### config.mk
export PLATFORM = sky130hd
export DESIGN_NAME = led_status_and_address_strap
export DESIGN_NICKNAME = d
export VERILOG_FILES = /design/src/logic/led_strap_pkg.sv /design/src/logic/led_status_and_address_strap.sv /design/src/logic/sync2.sv
export SDC_FILE = /design/constraint.sdc
export NUM_CORES = 1
export LEC_CHECK = 0
export ABC_AREA = 1
export CAP_MARGIN = 20
export CORE_MARGIN = 2
export CORE_UTILIZATION = 55
export CTS_BUF_LIST = sky130_fd_sc_hd__clkbuf_8
export DETAILED_ROUTE_END_ITERATION = 12
export DONT_BUFFER_PORTS = 1
export GPL_TIMING_DRIVEN = 0
export PLACE_DENSITY = 0.73
export SLEW_MARGIN = 5
export SYNTH_ARGS = -nofsm -noshare
export SYNTH_HDL_FRONTEND = slang
export SYNTH_SLANG_ARGS = --single-unit
### constraint.sdc
create_clock -name mclk -period 2.8 [get_ports mclk]
set_clock_uncertainty 0.15 [all_clocks]
set_input_delay 0.28 -clock mclk [delete_from_list [all_inputs] [get_ports mclk]]
set_output_delay 0.28 -clock mclk [all_outputs]
set_load 0.01 [all_outputs]
### src/logic/led_strap_pkg.sv
// Package: constants and carrier structs for the indicator and strap block
package led_strap_pkg;

  localparam int          ADDR_W        = 5;
  localparam int          LED_N         = 5;
  localparam logic [4:0]  ADDR_ISOLATE  = 5'h00;
  localparam logic [4:0]  ADDR_RESET    = 5'h00;
  localparam int          BIT_DUPLEX    = 0;
  localparam int          BIT_COLLISION = 1;
  localparam int          BIT_LINK      = 2;
  localparam int          BIT_TX        = 3;
  localparam int          BIT_RX        = 4;
  // Settle count after reset release before the strap levels are taken
  localparam logic [1:0]  SETTLE_LAST   = 2'h2;
  localparam logic [1:0]  SETTLE_STEP   = 2'h1;

  // Resolved link state from auto-negotiation and the data path
  typedef struct packed {
    logic linkUp;
    logic speed100;
    logic fullDuplex;
    logic txActive;
    logic rxActive;
    logic collision;
  } link_status_s;

  // Line driver and receiver configuration
  typedef struct packed {
    logic txMode100;
    logic rxMode100;
  } line_cfg_s;

endpackage

### src/logic/led_status_and_address_strap.sv
// Indicator outputs, management address strap capture and line speed select
`timescale 1ns/1ps

// Function
// - Duplex indicator shows full-duplex operation of the current link.
// - Collision indicator shows collisions, only while in half duplex.
// - Link indicator shows good link for both 10 and 100 Mb/s.
// - Transmit indicator on with transmit activity, off without.
// - Receive indicator on with receive activity, off without.
// - Speed indicator high at 100 Mb/s, low at 10 Mb/s.
// - Five strap pin levels captured at hardware reset as management address.
// - Every strapped address from 0 to 31 is accepted.
// - After reset release the strap pins become driven indicator outputs.
// - Transmit driver signalling follows the forced or negotiated speed.
// - Receive input path follows the forced or negotiated speed.
// - Isolate only when address zero strapped; register writes cannot select it.
module led_status_and_address_strap (
  input  wire logic                       mclk,
  input  wire logic                       resetn,
  input  wire led_strap_pkg::link_status_s linkStatus,
  input  wire logic [4:0]                 strapPinIn,
  output logic      [4:0]                 strapPinOut,
  output logic      [4:0]                 strapPinOe,
  output logic                            speed_indicator,
  output logic      [4:0]                 mgmt_address_strap,
  output logic                            isolateMode,
  output led_strap_pkg::line_cfg_s         lineCfg
);

  // ==========================================================
  // Elaboration checks
  // ==========================================================
  // The port widths are fixed at the five shared pins; refuse package values that disagree
  if (led_strap_pkg::ADDR_W != 5) begin : g_addrWidthCheck
    $error("address width must match the five strap pins");
  end

  if (led_strap_pkg::LED_N != 5) begin : g_ledCountCheck
    $error("indicator count must match the five shared pins");
  end

  if (led_strap_pkg::BIT_RX >= led_strap_pkg::LED_N) begin : g_ledBitCheck
    $error("indicator bit positions exceed the shared pins");
  end

  if (led_strap_pkg::SETTLE_LAST < 2'h2) begin : g_settleCheck
    $error("settle count must cover both synchroniser stages");
  end

  // ==========================================================
  // State
  // ==========================================================
  typedef enum logic [1:0] {
    ST_RESET = 2'b01,
    ST_RUN   = 2'b10
  } strap_state_e;

  strap_state_e                strapState_r;
  strap_state_e                strapState_nxt;
  logic [1:0]                  settle_r;
  logic                        captureNow;
  logic                        running;
  logic [4:0]                  strapSync;
  logic [4:0]                  ledNxt;
  led_strap_pkg::link_status_s statusSync;

  // ==========================================================
  // Input synchronisation
  // ==========================================================
  // Strap pins are board levels; link status arrives from same-clock logic
  sync2 #(
    .WIDTH (5)
  ) u_strapSync (
    .mclk    (mclk),
    .resetn  (resetn),
    .asyncIn (strapPinIn),
    .syncOut (strapSync)
  );

  assign statusSync = linkStatus;

  // ==========================================================
  // Capture control
  // ==========================================================
  // The pins stay undriven for the settle cycles after release so the
  // synchroniser holds true pin levels when the capture is taken.
  assign captureNow = (strapState_r == ST_RESET) && (settle_r == led_strap_pkg::SETTLE_LAST);
  assign running    = (strapState_r == ST_RUN);

  always_ff @(posedge mclk) begin
    if (!resetn) begin
      settle_r <= 2'h0;
    end else if (strapState_r == ST_RESET) begin
      settle_r <= settle_r + led_strap_pkg::SETTLE_STEP;
    end
  end

  always_comb begin
    strapState_nxt = strapState_r;
    unique case (strapState_r)
      ST_RESET: begin
        if (captureNow) begin
          strapState_nxt = ST_RUN;
        end
      end
      ST_RUN: begin
        // Only a hardware reset leaves this state
        strapState_nxt = ST_RUN;
      end
    endcase
  end

  always_ff @(posedge mclk) begin
    if (!resetn) begin
      strapState_r <= ST_RESET;
    end else begin
      strapState_r <= strapState_nxt;
    end
  end

  // ==========================================================
  // Strap capture
  // ==========================================================
  // Taken once per hardware reset; later pin levels are indicator drive
  always_ff @(posedge mclk) begin
    if (!resetn) begin
      mgmt_address_strap <= led_strap_pkg::ADDR_RESET;
    end else if (captureNow) begin
      mgmt_address_strap <= strapSync;
    end
  end

  // Isolate follows the strapped value only; there is no write path to it
  always_ff @(posedge mclk) begin
    if (!resetn) begin
      isolateMode <= 1'b0;
    end else if (captureNow) begin
      isolateMode <= (strapSync == led_strap_pkg::ADDR_ISOLATE);
    end
  end

  // ==========================================================
  // Indicators
  // ==========================================================
  // Duplex is gated by link so a dead link never shows full duplex
  always_comb begin
    ledNxt                               = '0;
    ledNxt[led_strap_pkg::BIT_DUPLEX]    = statusSync.linkUp & statusSync.fullDuplex;
    ledNxt[led_strap_pkg::BIT_COLLISION] = statusSync.collision & ~statusSync.fullDuplex;
    ledNxt[led_strap_pkg::BIT_LINK]      = statusSync.linkUp;
    ledNxt[led_strap_pkg::BIT_TX]        = statusSync.txActive;
    ledNxt[led_strap_pkg::BIT_RX]        = statusSync.rxActive;
  end

  always_ff @(posedge mclk) begin
    if (!resetn) begin
      strapPinOut <= '0;
    end else if (running) begin
      strapPinOut <= ledNxt;
    end
  end

  // Drive starts only after capture, so the strap resistors are never fought
  always_ff @(posedge mclk) begin
    if (!resetn) begin
      strapPinOe <= '0;
    end else if (running) begin
      strapPinOe <= '1;
    end
  end

  // ==========================================================
  // Speed indicator
  // ==========================================================
  always_ff @(posedge mclk) begin
    if (!resetn) begin
      speed_indicator <= 1'b0;
    end else begin
      speed_indicator <= statusSync.speed100;
    end
  end

  // ==========================================================
  // Line configuration
  // ==========================================================
  // Speed comes resolved from forced config or auto-negotiation upstream
  always_ff @(posedge mclk) begin
    if (!resetn) begin
      lineCfg <= '0;
    end else begin
      lineCfg.txMode100 <= statusSync.speed100;
      lineCfg.rxMode100 <= statusSync.speed100;
    end
  end

endmodule

### src/logic/sync2.sv
// Two-flop synchroniser for a bus of asynchronous levels
`timescale 1ns/1ps
module sync2 #(
  parameter int WIDTH = 1
) (
  input  wire logic             mclk,
  input  wire logic             resetn,
  input  wire logic [WIDTH-1:0] asyncIn,
  output logic      [WIDTH-1:0] syncOut
);

  logic [WIDTH-1:0] stage1_r;

  initial begin
    if (WIDTH < 1) $error("sync2: WIDTH must be at least 1");
  end

  always_ff @(posedge mclk) begin
    if (!resetn) begin
      stage1_r <= '0;
      syncOut  <= '0;
    end else begin
      stage1_r <= asyncIn;
      syncOut  <= stage1_r;
    end
  end

endmodule

* Word level (Yosys, flattened, before mapping)
Cells that the tools add are included.
** Storage, ports and cells
- Flip-flop bits (word level) :: 27
- Output and inout bits :: 19
- Logic and storage cells :: 21
** Cells by class
- Add/subtract/negate cells :: 1
- Equal/unequal tests :: 4
- Multiplexer cells :: 2
- Bitwise operators :: 3
- Reductions and logical operators :: 2
** Operators by type and width (count)
- $logic_not 5->1 :: 1
- $eq 2x2->1 const B :: 2
- $pmux 2 s2 :: 1
- $add 2x1->2 const B :: 1
- $and 1x1->1 :: 2
- $eq 2x1->1 const B :: 1
- $mux 2 :: 1
- $ne 2x2->1 const B :: 1
- $logic_and 1x1->1 :: 1
- $not 1->1 :: 1

* Longest topological paths before layout
Gate-level depths: netlist of run 1.
- Depth after elaboration :: 4
- Mapped depth :: 6
- Depth with buffers taken out :: 6

* Cells and area by module
Synthesis of run 1 repeated with hierarchy kept, for this count alone.
** Second synthesis, totals
- Cell total of the unflattened synthesis :: 112
- Area total of the unflattened synthesis :: 940.9 µm²
** Modules (own cells, without submodules)
- led_status_and_address_strap :: instances 1, cells an instance 81, area each 654.4 µm², sequential area each 340.3 µm²
- sync2 :: instances 1, cells an instance 31, area each 286.5 µm², sequential area each 200.2 µm²

* Worst setup path before layout of run 1
Ideal clock, no wire load.
- Path kind :: register to register
- From :: register settle_r[0]
- To :: register isolateMode
- Library setup time :: 0.069 ns
- Arrival time :: 0.999 ns
- Data required time :: 2.581 ns
- Path slack :: 1.582 ns
- Stages on the path, launching flop included :: 7
- Buffers on the path :: 0
- Path through :: dfxtp_1 > inv_1 > ha_1 > nand3_2 > nor2_1 > nand2_1 > a21oi_2
** On the way
- Longest elaborated chain between the ends :: 2
** RTL lines
- from (decl) :: line led_status_and_address_strap.sv:60 : logic [1:0] settle_r;
- from (signal assigned) :: line led_status_and_address_strap.sv:94 : settle_r <= settle_r + led_strap_pkg::SETTLE_STEP;
- $eq 2x2->1 :: line led_status_and_address_strap.sv:87 : assign captureNow = (strapState_r == ST_RESET) && (settle_r == led_strap_pkg::SETTLE_LAST);
- $logic_and 1x1->1 :: line led_status_and_address_strap.sv:87
- to (signal assigned) :: line led_status_and_address_strap.sv:138 : isolateMode <= (strapSync == led_strap_pkg::ADDR_ISOLATE);
- to (decl) :: line led_status_and_address_strap.sv:26 : output logic isolateMode,
Every way passes these cells.
A chain may end at the register's enable or synchronous reset.

* Worst setup path in the final report of run 1
Same ends and word-level chain as after synthesis.

==> run summary, run 1 <==
* 0.26 ns — Worst-Skew Late Latency
* 4 — number of optimization iterations in the first detailed-route pass
* 27 — Num Clock Sinks
* 0 — DRC violations left
* 591 — vias in the first global route
* 15.8% — Total Routing Usage GR
* in2reg — kind of path behind the tightest hold check
* 18 — count of cell types in the netlist
* dfxtp_1 — cell type with the largest total area after synthesis
* 651 — Via Count
* 1060 um^2 — Non-Filler Cell Area, Final
* clkbuf_8 — CTS Root Cell
* complete, no violations — status
* 0 — final setup fails
* 17.8% — combinational power share
* 0 — count of instances resized after the clock tree is built
* 57.8% — post-synthesis sequential area ratio
* 60.0% — initial standard-cell utilization of the core
* 11 — number of DRC markers after the initial detailed-route iteration
* 1 — worst path bufs/invs
* 0.668 — weighted congestion at the end of routability-driven global placement
* 0 — number of flops mapped to enable cells by yosys
* dfxtp_1 — ys flop type
* 1.45 ns — data arrival at the endpoint of the critical path
* 8.43 um^2 — mean instance size in the synthesized netlist
* 135 — fill cell total of the finished layout
* 45.3 um — Die W
* 1 — number of H-tree levels
* 2350 um — first-pass GRT wire length
* 979 um — sum of net half-perimeters after detailed placement
* 0 — final hold violation count
* dfxtp_1 — count leader, synth
* 28.5% — switching power as a share of total power
* 714 MHz — highest attainable clock frequency
* 57.8% — share of the synthesized area in the top cell type
* 1560 um^2 — Core Footprint
* 277 um^2 — multi-input combinational cell area
* 13.2% — fraction of layout instances using a drive strength above 1
* 0.09 ns — clock-pin slew on the worst setup and hold paths
* 0 — max-cap check violation count
* 4.75 — detail-routed via count per cell
* inv_1 -> ha_1 -> nand3_2 -> nor2_1 -> nand2_1 -> a21oi_2 — critical-path cell list
* 0 — number of warnings reported in the yosys synthesis log
* 50.0% — post-route clock period utilization
* 0.508 nW — P_leak
* 13.5% — area growth from synthesis to layout
* 1.40 ns — worst-case register-to-register setup slack
* 0.00414 ns — worst hold slack after final layout
* 0.31 ns — highest cell delay on the worst timing path
* register — kind of end point of the critical path
* 0 — antenna violations before repair
* 2 — Bufs on Longest Clock Path
* 0.231 mW — Net Switching
* 68.1% — fraction of the core area covered by cells at the end of the flow
* 1.40 ns — Period minus WS final
* dfxtp_1 58%, nand2_1 9.2%, inv_1 6.0% — top cells by area in the synthesized netlist
* 32 — IO Pins
* 125 — nets in the synthesized netlist
* 27 x dfxtp_1, 23 x nand2_1, 15 x inv_1 — most common library cells after synthesis
* 0.272 ns — worst slew pin tran
* 763 nW/um^2 — P per Cell Area
* 111 — post-synthesis instance total
* 0 ns — Total Negative Setup Slacks
* reg2reg — class of the most critical setup path
* 3 — Num CTS Buffers
* 465 uV — worst voltage drop across the vdd grid
* 2050 um^2 — area of the die
* register — category of the worst setup path launch point
* 81.8% — Slew Limit Headroom
* 0% — share of synthesized flip-flops with an asynchronous set or reset
* 16 — largest net degree at the start of global routing
* 0 — Detail Route Antenna Nets
* 56.3% — sequential cell fraction of total power
* 0.580 mW — Int Power
* 541 um^2 — area used by sequential logic in the layout
* 7 — Max Fanout on Critical Path
* 27 — number of flip-flops and latches in the synthesized netlist
* 26.0% — clock network fraction of design power
* 936 um^2 — post-synthesis instance area
* 45.3 um — die span in y
* 0 — Inserted Diodes
* 1410 um — total wirelength of the detailed-routed design
* 10.3 um — drt wl/cell
* 956 um^2 — instance area at placement
* 14 — # rows
* 1.41 ns — setup slack at placement
* done — TritonCTS clock tree
* 0 — number of buffers added on ports
* 0 — remaining global-route overflow
* 136 — nets
* false — unrepaired setup endpoints after global routing
* 0 — max-slew violation count
* ha_1 — slowest CP cell
* 2.85 ns — worst endpoint required time
* 1.40 ns — post-route setup slack
* simple AND/OR/NAND/NOR gates — critical path's top delay family
worst reg2reg max path: cells and delay by family, from the launching register on:
kind            cells  cell delay (ns)
fa+ha+maj           1             0.31
flops               1             0.30
compound gates      1             0.11
simple gates        3             0.38
buf+inv             1             0.08
cell type report:
class / instances / area share [%]
multi-input combinational: 59 / 26.0
timing repair buffer: 6 / 5.65
tap: 16 / 1.88
clock inverter: 1 / 0.471
sequential: 27 / 50.9
clock buffer: 3 / 3.89
buffer: 8 / 5.18
inverter: 17 / 6.01
cells by family (layout without fill, tap and decap cells):
kind of cell | Yosys count | in the layout | synth area share [%]
flops | 27 | 27 | 57.8
simple gates | 42 | 42 | 19.3
buf+inv | 25 | 35 | 12.7
fa+ha+maj | 1 | 1 | 1.34
compound gates | 16 | 16 | 8.96
power groups by stage:
stage	Clock (mW)	Sequential, mW	Combinational (mW)
final	0.210	0.456	0.144
after detailed placement	0	0.466	0.139
after CTS	0.215	0.457	0.146
after floorplan	0	0.460	0.114
after global routing	0.234	0.460	0.165
after global placement	0	0.463	0.130
flip-flops by register name, indices dropped and copies added, names as in the netlist, 2 cells and up:
| name | flops |
|---|---|
| mgmt_address_strap | 5 |
| settle_r | 2 |
| strapPinOut | 5 |
| strapState_r | 2 |
| u_strapSync.stage1_r | 5 |
| u_strapSync.syncOut | 5 |
cells in the final DEF (no fill, tap or decap), drive strengths merged:
cell type    count
clkinv           2
ha               1
and2             1
nor2            10
clkbuf           4
inv             16
nand3b           1
a21oi           11
dlygate4sd3      6
o21ai            5
nand3            7
dfxtp           27
nand2           23
buf              7
stage by stage:
stage	power (mW)	std cells
after floorplan	0.575	111
after CTS	0.817	137
after global routing	0.859	137
after global placement	0.593	127
final	0.811	137
after detailed placement	0.605	127
per-layer routing:
layer / track usage (%) / wire, um / vias to the layer above / share of wire (%)
met4: 7.06 / 9 / 0 / 0.64
met1: 19.4 / 688 / 273 / 49
met2: 25.1 / 632 / 21 / 45
met5: 0 / 0 / - / 0
met3: 5.20 / 78 / 2 / 5.5
li1: - / - / 355 / -
path summary, 6_finish.rpt:
path / startpoint / to / depth (start not counted)
setup reg to reg: settle_r[0] / isolateMode / 6
hold / removal: linkStatus[5] / strapPinOut[2] / 2
setup / recovery: settle_r[0] / isolateMode / 6
hold reg to reg: u_strapSync.stage1_r[4] / u_strapSync.syncOut[4] / 2
what timing repair did:
item,CTS,global route
setup endpoints to repair,0,0
buffers inserted,0,0
endpoints found under the hold margin,6,0
hold buffers,6,0
(Power assumes the default switching activity.)
==> run 2: changes to the inputs <==
--- a/config.mk
+++ b/config.mk
@@ -5,7 +5,7 @@
 export SDC_FILE = /design/constraint.sdc
 export NUM_CORES = 1
 export LEC_CHECK = 0
-export ABC_AREA = 1
+export ABC_AREA = 0
 export CAP_MARGIN = 20
 export CORE_MARGIN = 2
 export CORE_UTILIZATION = 55
@@ -13,7 +13,7 @@
 export DETAILED_ROUTE_END_ITERATION = 12
 export DONT_BUFFER_PORTS = 1
 export GPL_TIMING_DRIVEN = 0
-export PLACE_DENSITY = 0.73
+export PLACE_DENSITY = 0.76
 export SLEW_MARGIN = 5
 export SYNTH_ARGS = -nofsm -noshare
 export SYNTH_HDL_FRONTEND = slang
==> constraint.sdc (replaced) <==
create_clock -name mclk -period 1.13 [get_ports mclk]
set_clock_uncertainty 0.15 [all_clocks]
set_input_delay 0.113 -clock mclk [delete_from_list [all_inputs] [get_ports mclk]]
set_output_delay 0.113 -clock mclk [all_outputs]
set_load 0.01 [all_outputs]
==> run summary, run 2 <==
* 21 x dfxtp_1, 12 x and2_1, 12 x dlygate4sd3_1, 11 x buf_4, 9 x nand2_1 — commonest cells after routing, fill and taps aside
* -0.226 ns — setup slack at placement, -1.64 ns
* 0.27 ns — Worst-Skew Late Latency, about the same
* 28.6% — fraction of layout instances using a drive strength above 1, +15 points
* 29.6% — area growth from synthesis to layout
* 0 — DRC violations left, unchanged
* 0 — remaining global-route overflow, unchanged
* 90 — post-synthesis instance total, -19%
* 6 — final setup fails, +6
* dfxtp_1 57%, and2_1 7.9%, a21boi_0 4.7% — top cells by area in the synthesized netlist
* 5 — Max Fanout on Critical Path, -2
* 10.6 um^2 — mean instance size in the synthesized netlist, +26%
* 3 — Num CTS Buffers, unchanged
* 27 x dfxtp_1, 12 x and2_1, 10 x nand2_1 — most common library cells after synthesis
* 1.29 ns — Period minus WS final, -0.114 ns
* 777 MHz — highest attainable clock frequency, +8.8%
* -0.16 ns — worst-case register-to-register setup slack, -1.56 ns
* 0 — number of warnings reported in the yosys synthesis log, unchanged
* clkbuf_8 — CTS Root Cell
* 1670 um^2 — Core Footprint, +7.1%
* dfxtp_1 — cell type with the largest total area after synthesis
* 56.6% — post-synthesis sequential area ratio, -1.1 points
* 0 — Inserted Diodes, unchanged
* 127 — nets, -6.6%
* 32 — IO Pins, unchanged
* -0.672 ns — Total Negative Setup Slacks, -0.672 ns
* 0.507 nW — P_leak, -0.15%
* 114% — post-route clock period utilization, +64 points
* 56.6% — share of the synthesized area in the top cell type, -1.1 points
* register — category of the worst setup path launch point
* 0 — max-cap check violation count, unchanged
* 1.31 ns — data arrival at the endpoint of the critical path, -0.14 ns
* 57.2% — initial standard-cell utilization of the core, -2.9 points
* 1070 um — sum of net half-perimeters after detailed placement, +9.5%
* 19 — count of cell types in the netlist, +1
* 76.1% — Slew Limit Headroom, -5.6 points
* 2080 um^2 — area of the die, +1.8%
* dfxtp_1 — leading cell type in the layout, fill and taps excluded
* 14.3 um — drt wl/cell, +39%
* 0 — Detail Route Antenna Nets, unchanged
* 2830 um — first-pass GRT wire length, +21%
* 0% — share of synthesized flip-flops with an asynchronous set or reset, unchanged
* 27 — number of flip-flops and latches in the synthesized netlist, unchanged
* 15 — # rows, +1
* 19.7% — Total Routing Usage GR, +3.9 points
* 1910 nW/um^2 — P per Cell Area, +150%
* 0 — number of buffers added on ports, unchanged
* 113 — fill cell total of the finished layout, -16%
* 1 — number of H-tree levels, unchanged
* 0 — final hold violation count, unchanged
* register — kind of end point of the critical path
* 45.7 um — die span in y, +0.91%
* 1110 uV — worst voltage drop across the vdd grid, +140%
* 5.31 — detail-routed via count per cell, +12%
* 0.0653 ns — worst hold slack after final layout, +0.0612 ns
* 104 — nets in the synthesized netlist, -17%
* reg2reg — class of the most critical setup path
* 1850 um — total wirelength of the detailed-routed design, +31%
* dfxtp_1 — ys flop type
* -0.157 ns — post-route setup slack, -1.56 ns
* 0 — antenna violations before repair, unchanged
* true — unrepaired setup endpoints after global routing
* 17 — largest net degree at the start of global routing, +1
* 0 — max-slew violation count, unchanged
* 27 — Num Clock Sinks, unchanged
* 0.632 — weighted congestion at the end of routability-driven global placement, -5.3%
* dfxtp_1 — count leader, synth
* 4 — number of optimization iterations in the first detailed-route pass, unchanged
* finished with violations — status
* 11 — number of DRC markers after the initial detailed-route iteration, unchanged
* 1.15 ns — worst endpoint required time, -1.70 ns
* setup timing — violated checks
* 0 — number of flops mapped to enable cells by yosys, unchanged
* in2reg — kind of path behind the tightest hold check
* done — TritonCTS clock tree
* 0.358 ns — worst slew pin tran, +0.0863 ns
* 0.09 ns — clock-pin slew on the worst setup and hold paths, about the same
* 74.1% — fraction of the core area covered by cells at the end of the flow, +5.9 points
* 955 um^2 — post-synthesis instance area, +2.0%
* 45.7 um — Die W, +0.91%
* 2 — Bufs on Longest Clock Path, unchanged
* 685 — Via Count, +5.2%
* 700 — vias in the first global route, +18%
-- run 2: logic make-up (layout without fill, tap and decap cells) --
| logic type | after synthesis | after routing | share of synthesized area, % |
|---|---|---|---|
| multiplexers | 4 | 4 | 4.19 |
| adder cells (fa/ha/maj) | 1 | 1 | 1.31 |
| AO/OA/AOI/OAI | 10 | 10 | 8.65 |
| buffers and inverters | 10 | 32 | 6.29 |
| flip-flops | 27 | 27 | 56.6 |
| XOR/XNOR | 1 | 1 | 0.918 |
| AND/OR/NAND/NOR | 37 | 37 | 22.0 |
-- run 2: power breakdown --
part	internal, mW	total (mW)	leakage (nW)	switching [mW]
Combinational	0.360	0.622	0.263	0.262
Sequential	1.09	1.20	0.223	0.118
Clock	0.250	0.543	0.0217	0.293
-- run 2: worst max-delay path, stage by stage, from the launching register on --
cell and delay (ns):
dfxtp_2 0.33, inv_2 0.05, ha_4 0.15, nand3b_1 0.11
buf_6 0.14, mux2i_2 0.20, nor2b_1 0.06
-- run 2: what timing repair did --
action                                  4_1_cts  5_1_grt
cloned                                        0        0
hold endpoints to repair                     15        0
gates resized for setup                       7        7
setup buffers                                 4        2
hold buffers                                 12        0
pin swaps                                     1        2
endpoints found under the setup margin       16       16
-- run 2: cell type report --
cell class	count	area [um^2]	area share, %
flip-flops and latches	27	551	44.5
multi-input cells	53	388	31.3
repair buffers	18	169	13.7
plain buffers	8	52.6	4.25
clock buffers	3	41.3	3.34
well taps	17	21.3	1.72
clock inverters	1	7.51	0.607
inverters	2	7.51	0.607
-- run 2: routing by layer --
layer,wire [um],up-vias,part of all wire (%),global-route usage (%)
met5,0,-,0,0
met4,19,0,1.0,12.4
met3,90,2,4.9,3.97
met2,1060,21,57,36.1
met1,680,328,37,20.0
li1,-,334,-,-
-- run 2: path summary, 6_finish.rpt --
check                                             start                      to  depth (start not counted)
worst min-delay path                             resetn             settle_r[1]                          2
worst max-delay path                        settle_r[0]   mgmt_address_strap[2]                          6
worst min register to register  u_strapSync.stage1_r[1]  u_strapSync.syncOut[1]                          1
worst max register to register              settle_r[0]   mgmt_address_strap[2]                          6
-- run 2: metrics by stage --
| step | cells | instance area [um^2] | power [mW] |
|---|---|---|---|
| 2_1_floorplan | 90 | 970 | 1.56 |
| 3_3_place_gp | 107 | 991 | 1.61 |
| 3_5_place_dp | 107 | 991 | 1.63 |
| 4_1_cts | 127 | 1210 | 2.31 |
| 5_1_grt | 129 | 1240 | 2.51 |
| 6_report | 129 | 1240 | 2.37 |
==> run 3: changes to the inputs <==
==> constraint.sdc (replaced) <==
create_clock -name mclk -period 1.13 [get_ports mclk]
set_clock_uncertainty 0.15 [all_clocks]
set_input_delay 0.113 -clock mclk [delete_from_list [all_inputs] [get_ports mclk]]
set_output_delay 0.113 -clock mclk [all_outputs]
set_load 0.005 [all_outputs]
==> run summary, run 3 (synthesis results as in run 2) <==
* finished with violations — status
* setup timing — violated checks
* 0.09 ns — clock-pin slew on the worst setup and hold paths, about the same
* 14.4 um — drt wl/cell, +0.22%
* clkbuf_8 — CTS Root Cell
* 777 MHz — highest attainable clock frequency, about the same
* 3 — Num CTS Buffers, unchanged
* 0 — Inserted Diodes, unchanged
* dfxtp_2 — slowest CP cell
* 2080 um^2 — area of the die, unchanged
* true — unrepaired setup endpoints after global routing
* 57.2% — initial standard-cell utilization of the core, unchanged
* 2 — Bufs on Longest Clock Path, unchanged
* 1.31 ns — data arrival at the endpoint of the critical path, about the same
* 6 — final setup fails, unchanged
* 0.27 ns — Worst-Skew Late Latency, about the same
* 1 — number of H-tree levels, unchanged
* 0 — remaining global-route overflow, unchanged
* 107 — placed cell count, unchanged
* 114% — post-route clock period utilization, about the same
* 11 — number of DRC markers after the initial detailed-route iteration, unchanged
* 0 — max-cap check violation count, unchanged
* 17 — largest net degree at the start of global routing, unchanged
* 129 — Cell Count, Final, Fillers Out, unchanged
* 0 — DRC violations left, unchanged
* 27.7% — fraction of layout instances using a drive strength above 1, -0.89 points
* register — kind of end point of the critical path
* 0 — final hold violation count, unchanged
* 1070 um — sum of net half-perimeters after detailed placement, unchanged
* inv_2 -> ha_4 -> nand3b_1 -> buf_6 -> mux2i_2 -> nor2b_1 — critical-path cell list
* -0.226 ns — setup slack at placement, unchanged
* 0 — antenna violations before repair, unchanged
* 2830 um — first-pass GRT wire length, unchanged
* 681 — Via Count, -0.58%
* 1850 um — total wirelength of the detailed-routed design, +0.22%
* 27 — Num Clock Sinks, unchanged
* 0 — number of buffers added on ports, unchanged
* 0 — max-slew violation count, unchanged
* 15 — # rows, unchanged
* 700 — vias in the first global route, unchanged
* -0.667 ns — Total Negative Setup Slacks, +0.00530 ns
* 76.2% — Slew Limit Headroom, about the same
* reg2reg — class of the most critical setup path
* register — category of the worst setup path launch point
* 4 — number of optimization iterations in the first detailed-route pass, unchanged
* 0 — Detail Route Antenna Nets, unchanged
* 127 — nets, unchanged
* 0.0647 ns — worst hold slack after final layout, -0.000632 ns
* 0.33 ns — highest cell delay on the worst timing path, about the same
* 22 x dfxtp_1, 12 x and2_1, 12 x dlygate4sd3_1, 11 x buf_4, 9 x nand2_1 — commonest cells after routing, fill and taps aside
* 29.5% — area growth from synthesis to layout
* 2.34 mW — final total power, -1.2%
* 1.29 ns — Period minus WS final, +0.000258 ns
* 1100 uV — worst voltage drop across the vdd grid, -1.2%
* 0.632 — weighted congestion at the end of routability-driven global placement, unchanged
* 5 — Max Fanout on Critical Path, unchanged
* 32 — IO Pins, unchanged
* 1890 nW/um^2 — P per Cell Area, -1.1%
* 45.7 um — Die W, unchanged
* 1670 um^2 — Core Footprint, unchanged
* done — TritonCTS clock tree
* -0.158 ns — post-route setup slack, -0.000258 ns
* 0.507 nW — P_leak, about the same
* 45.7 um — die span in y, unchanged
* 1.15 ns — worst endpoint required time, about the same
* 112 — fill cell total of the finished layout, -0.88%
* dfxtp_1 — leading cell type in the layout, fill and taps excluded
* 0.357 ns — worst slew pin tran, -0.00109 ns
* 5.28 — detail-routed via count per cell, -0.58%
* 19.7% — Total Routing Usage GR, unchanged
* in2reg — kind of path behind the tightest hold check
run 3: cell counts in the layout (fill, tap and decap cells not counted):
Identical to the previous run, type by type.
run 3: layer usage:
layer	global-route usage, %	part of all wire [%]	vias to the layer above
li1	-	-	334
met1	20.0	37	324
met2	36.1	57	21
met3	3.97	4.9	2
met4	12.4	1.0	0
met5	0	0	-
run 3: path summary, 6_finish.rpt:
kind                                              start                      to  cells past startpoint  slack (ns)
worst max-delay path                        settle_r[0]   mgmt_address_strap[2]                      6       -0.16
worst min-delay path                             resetn             settle_r[1]                      2        0.06
worst max register to register              settle_r[0]   mgmt_address_strap[2]                      6       -0.16
worst min register to register  u_strapSync.stage1_r[1]  u_strapSync.syncOut[1]                      1        0.30
run 3: layout make-up:
cell class,count,area (um^2),share of cell area (%)
clock buffers,3,41.3,3.34
clock inverters,1,7.51,0.607
inverters,2,7.51,0.607
plain buffers,8,52.6,4.25
multi-input cells,53,388,31.4
flip-flops and latches,27,549,44.4
well taps,17,21.3,1.72
repair buffers,18,169,13.7
run 3: per-stage QoR:
stage	utilization, %	instance area, um^2
after floorplan	-	970
after global placement	59.3	991
after detailed placement	59.3	991
after CTS	72.2	1210
after global routing	74.0	1240
final	74.0	1240
run 3: critical path, delay by kind of cell, from the launching register on:
family                     cells  cell delay, ns
adders and majority gates      1            0.15
and+or+nand+nor                2            0.17
muxes                          1            0.20
buffers and inverters          2            0.19
DFF                            1            0.33
run 3: power breakdown:
part           total, mW  switching [mW]  leakage [nW]  internal, mW
clock network      0.541           0.292        0.0217         0.250
logic              0.609           0.250         0.263         0.359
registers           1.19           0.103         0.223          1.09
run 3: what timing repair did:
action | 4_1_cts | 5_1_grt
hold buffers | 12 | 0
gates resized for setup | 7 | 6
setup endpoints to repair | 13 | 14
buffers inserted | 4 | 2
pin swaps | 1 | 2
endpoints found under the hold margin | 15 | 0
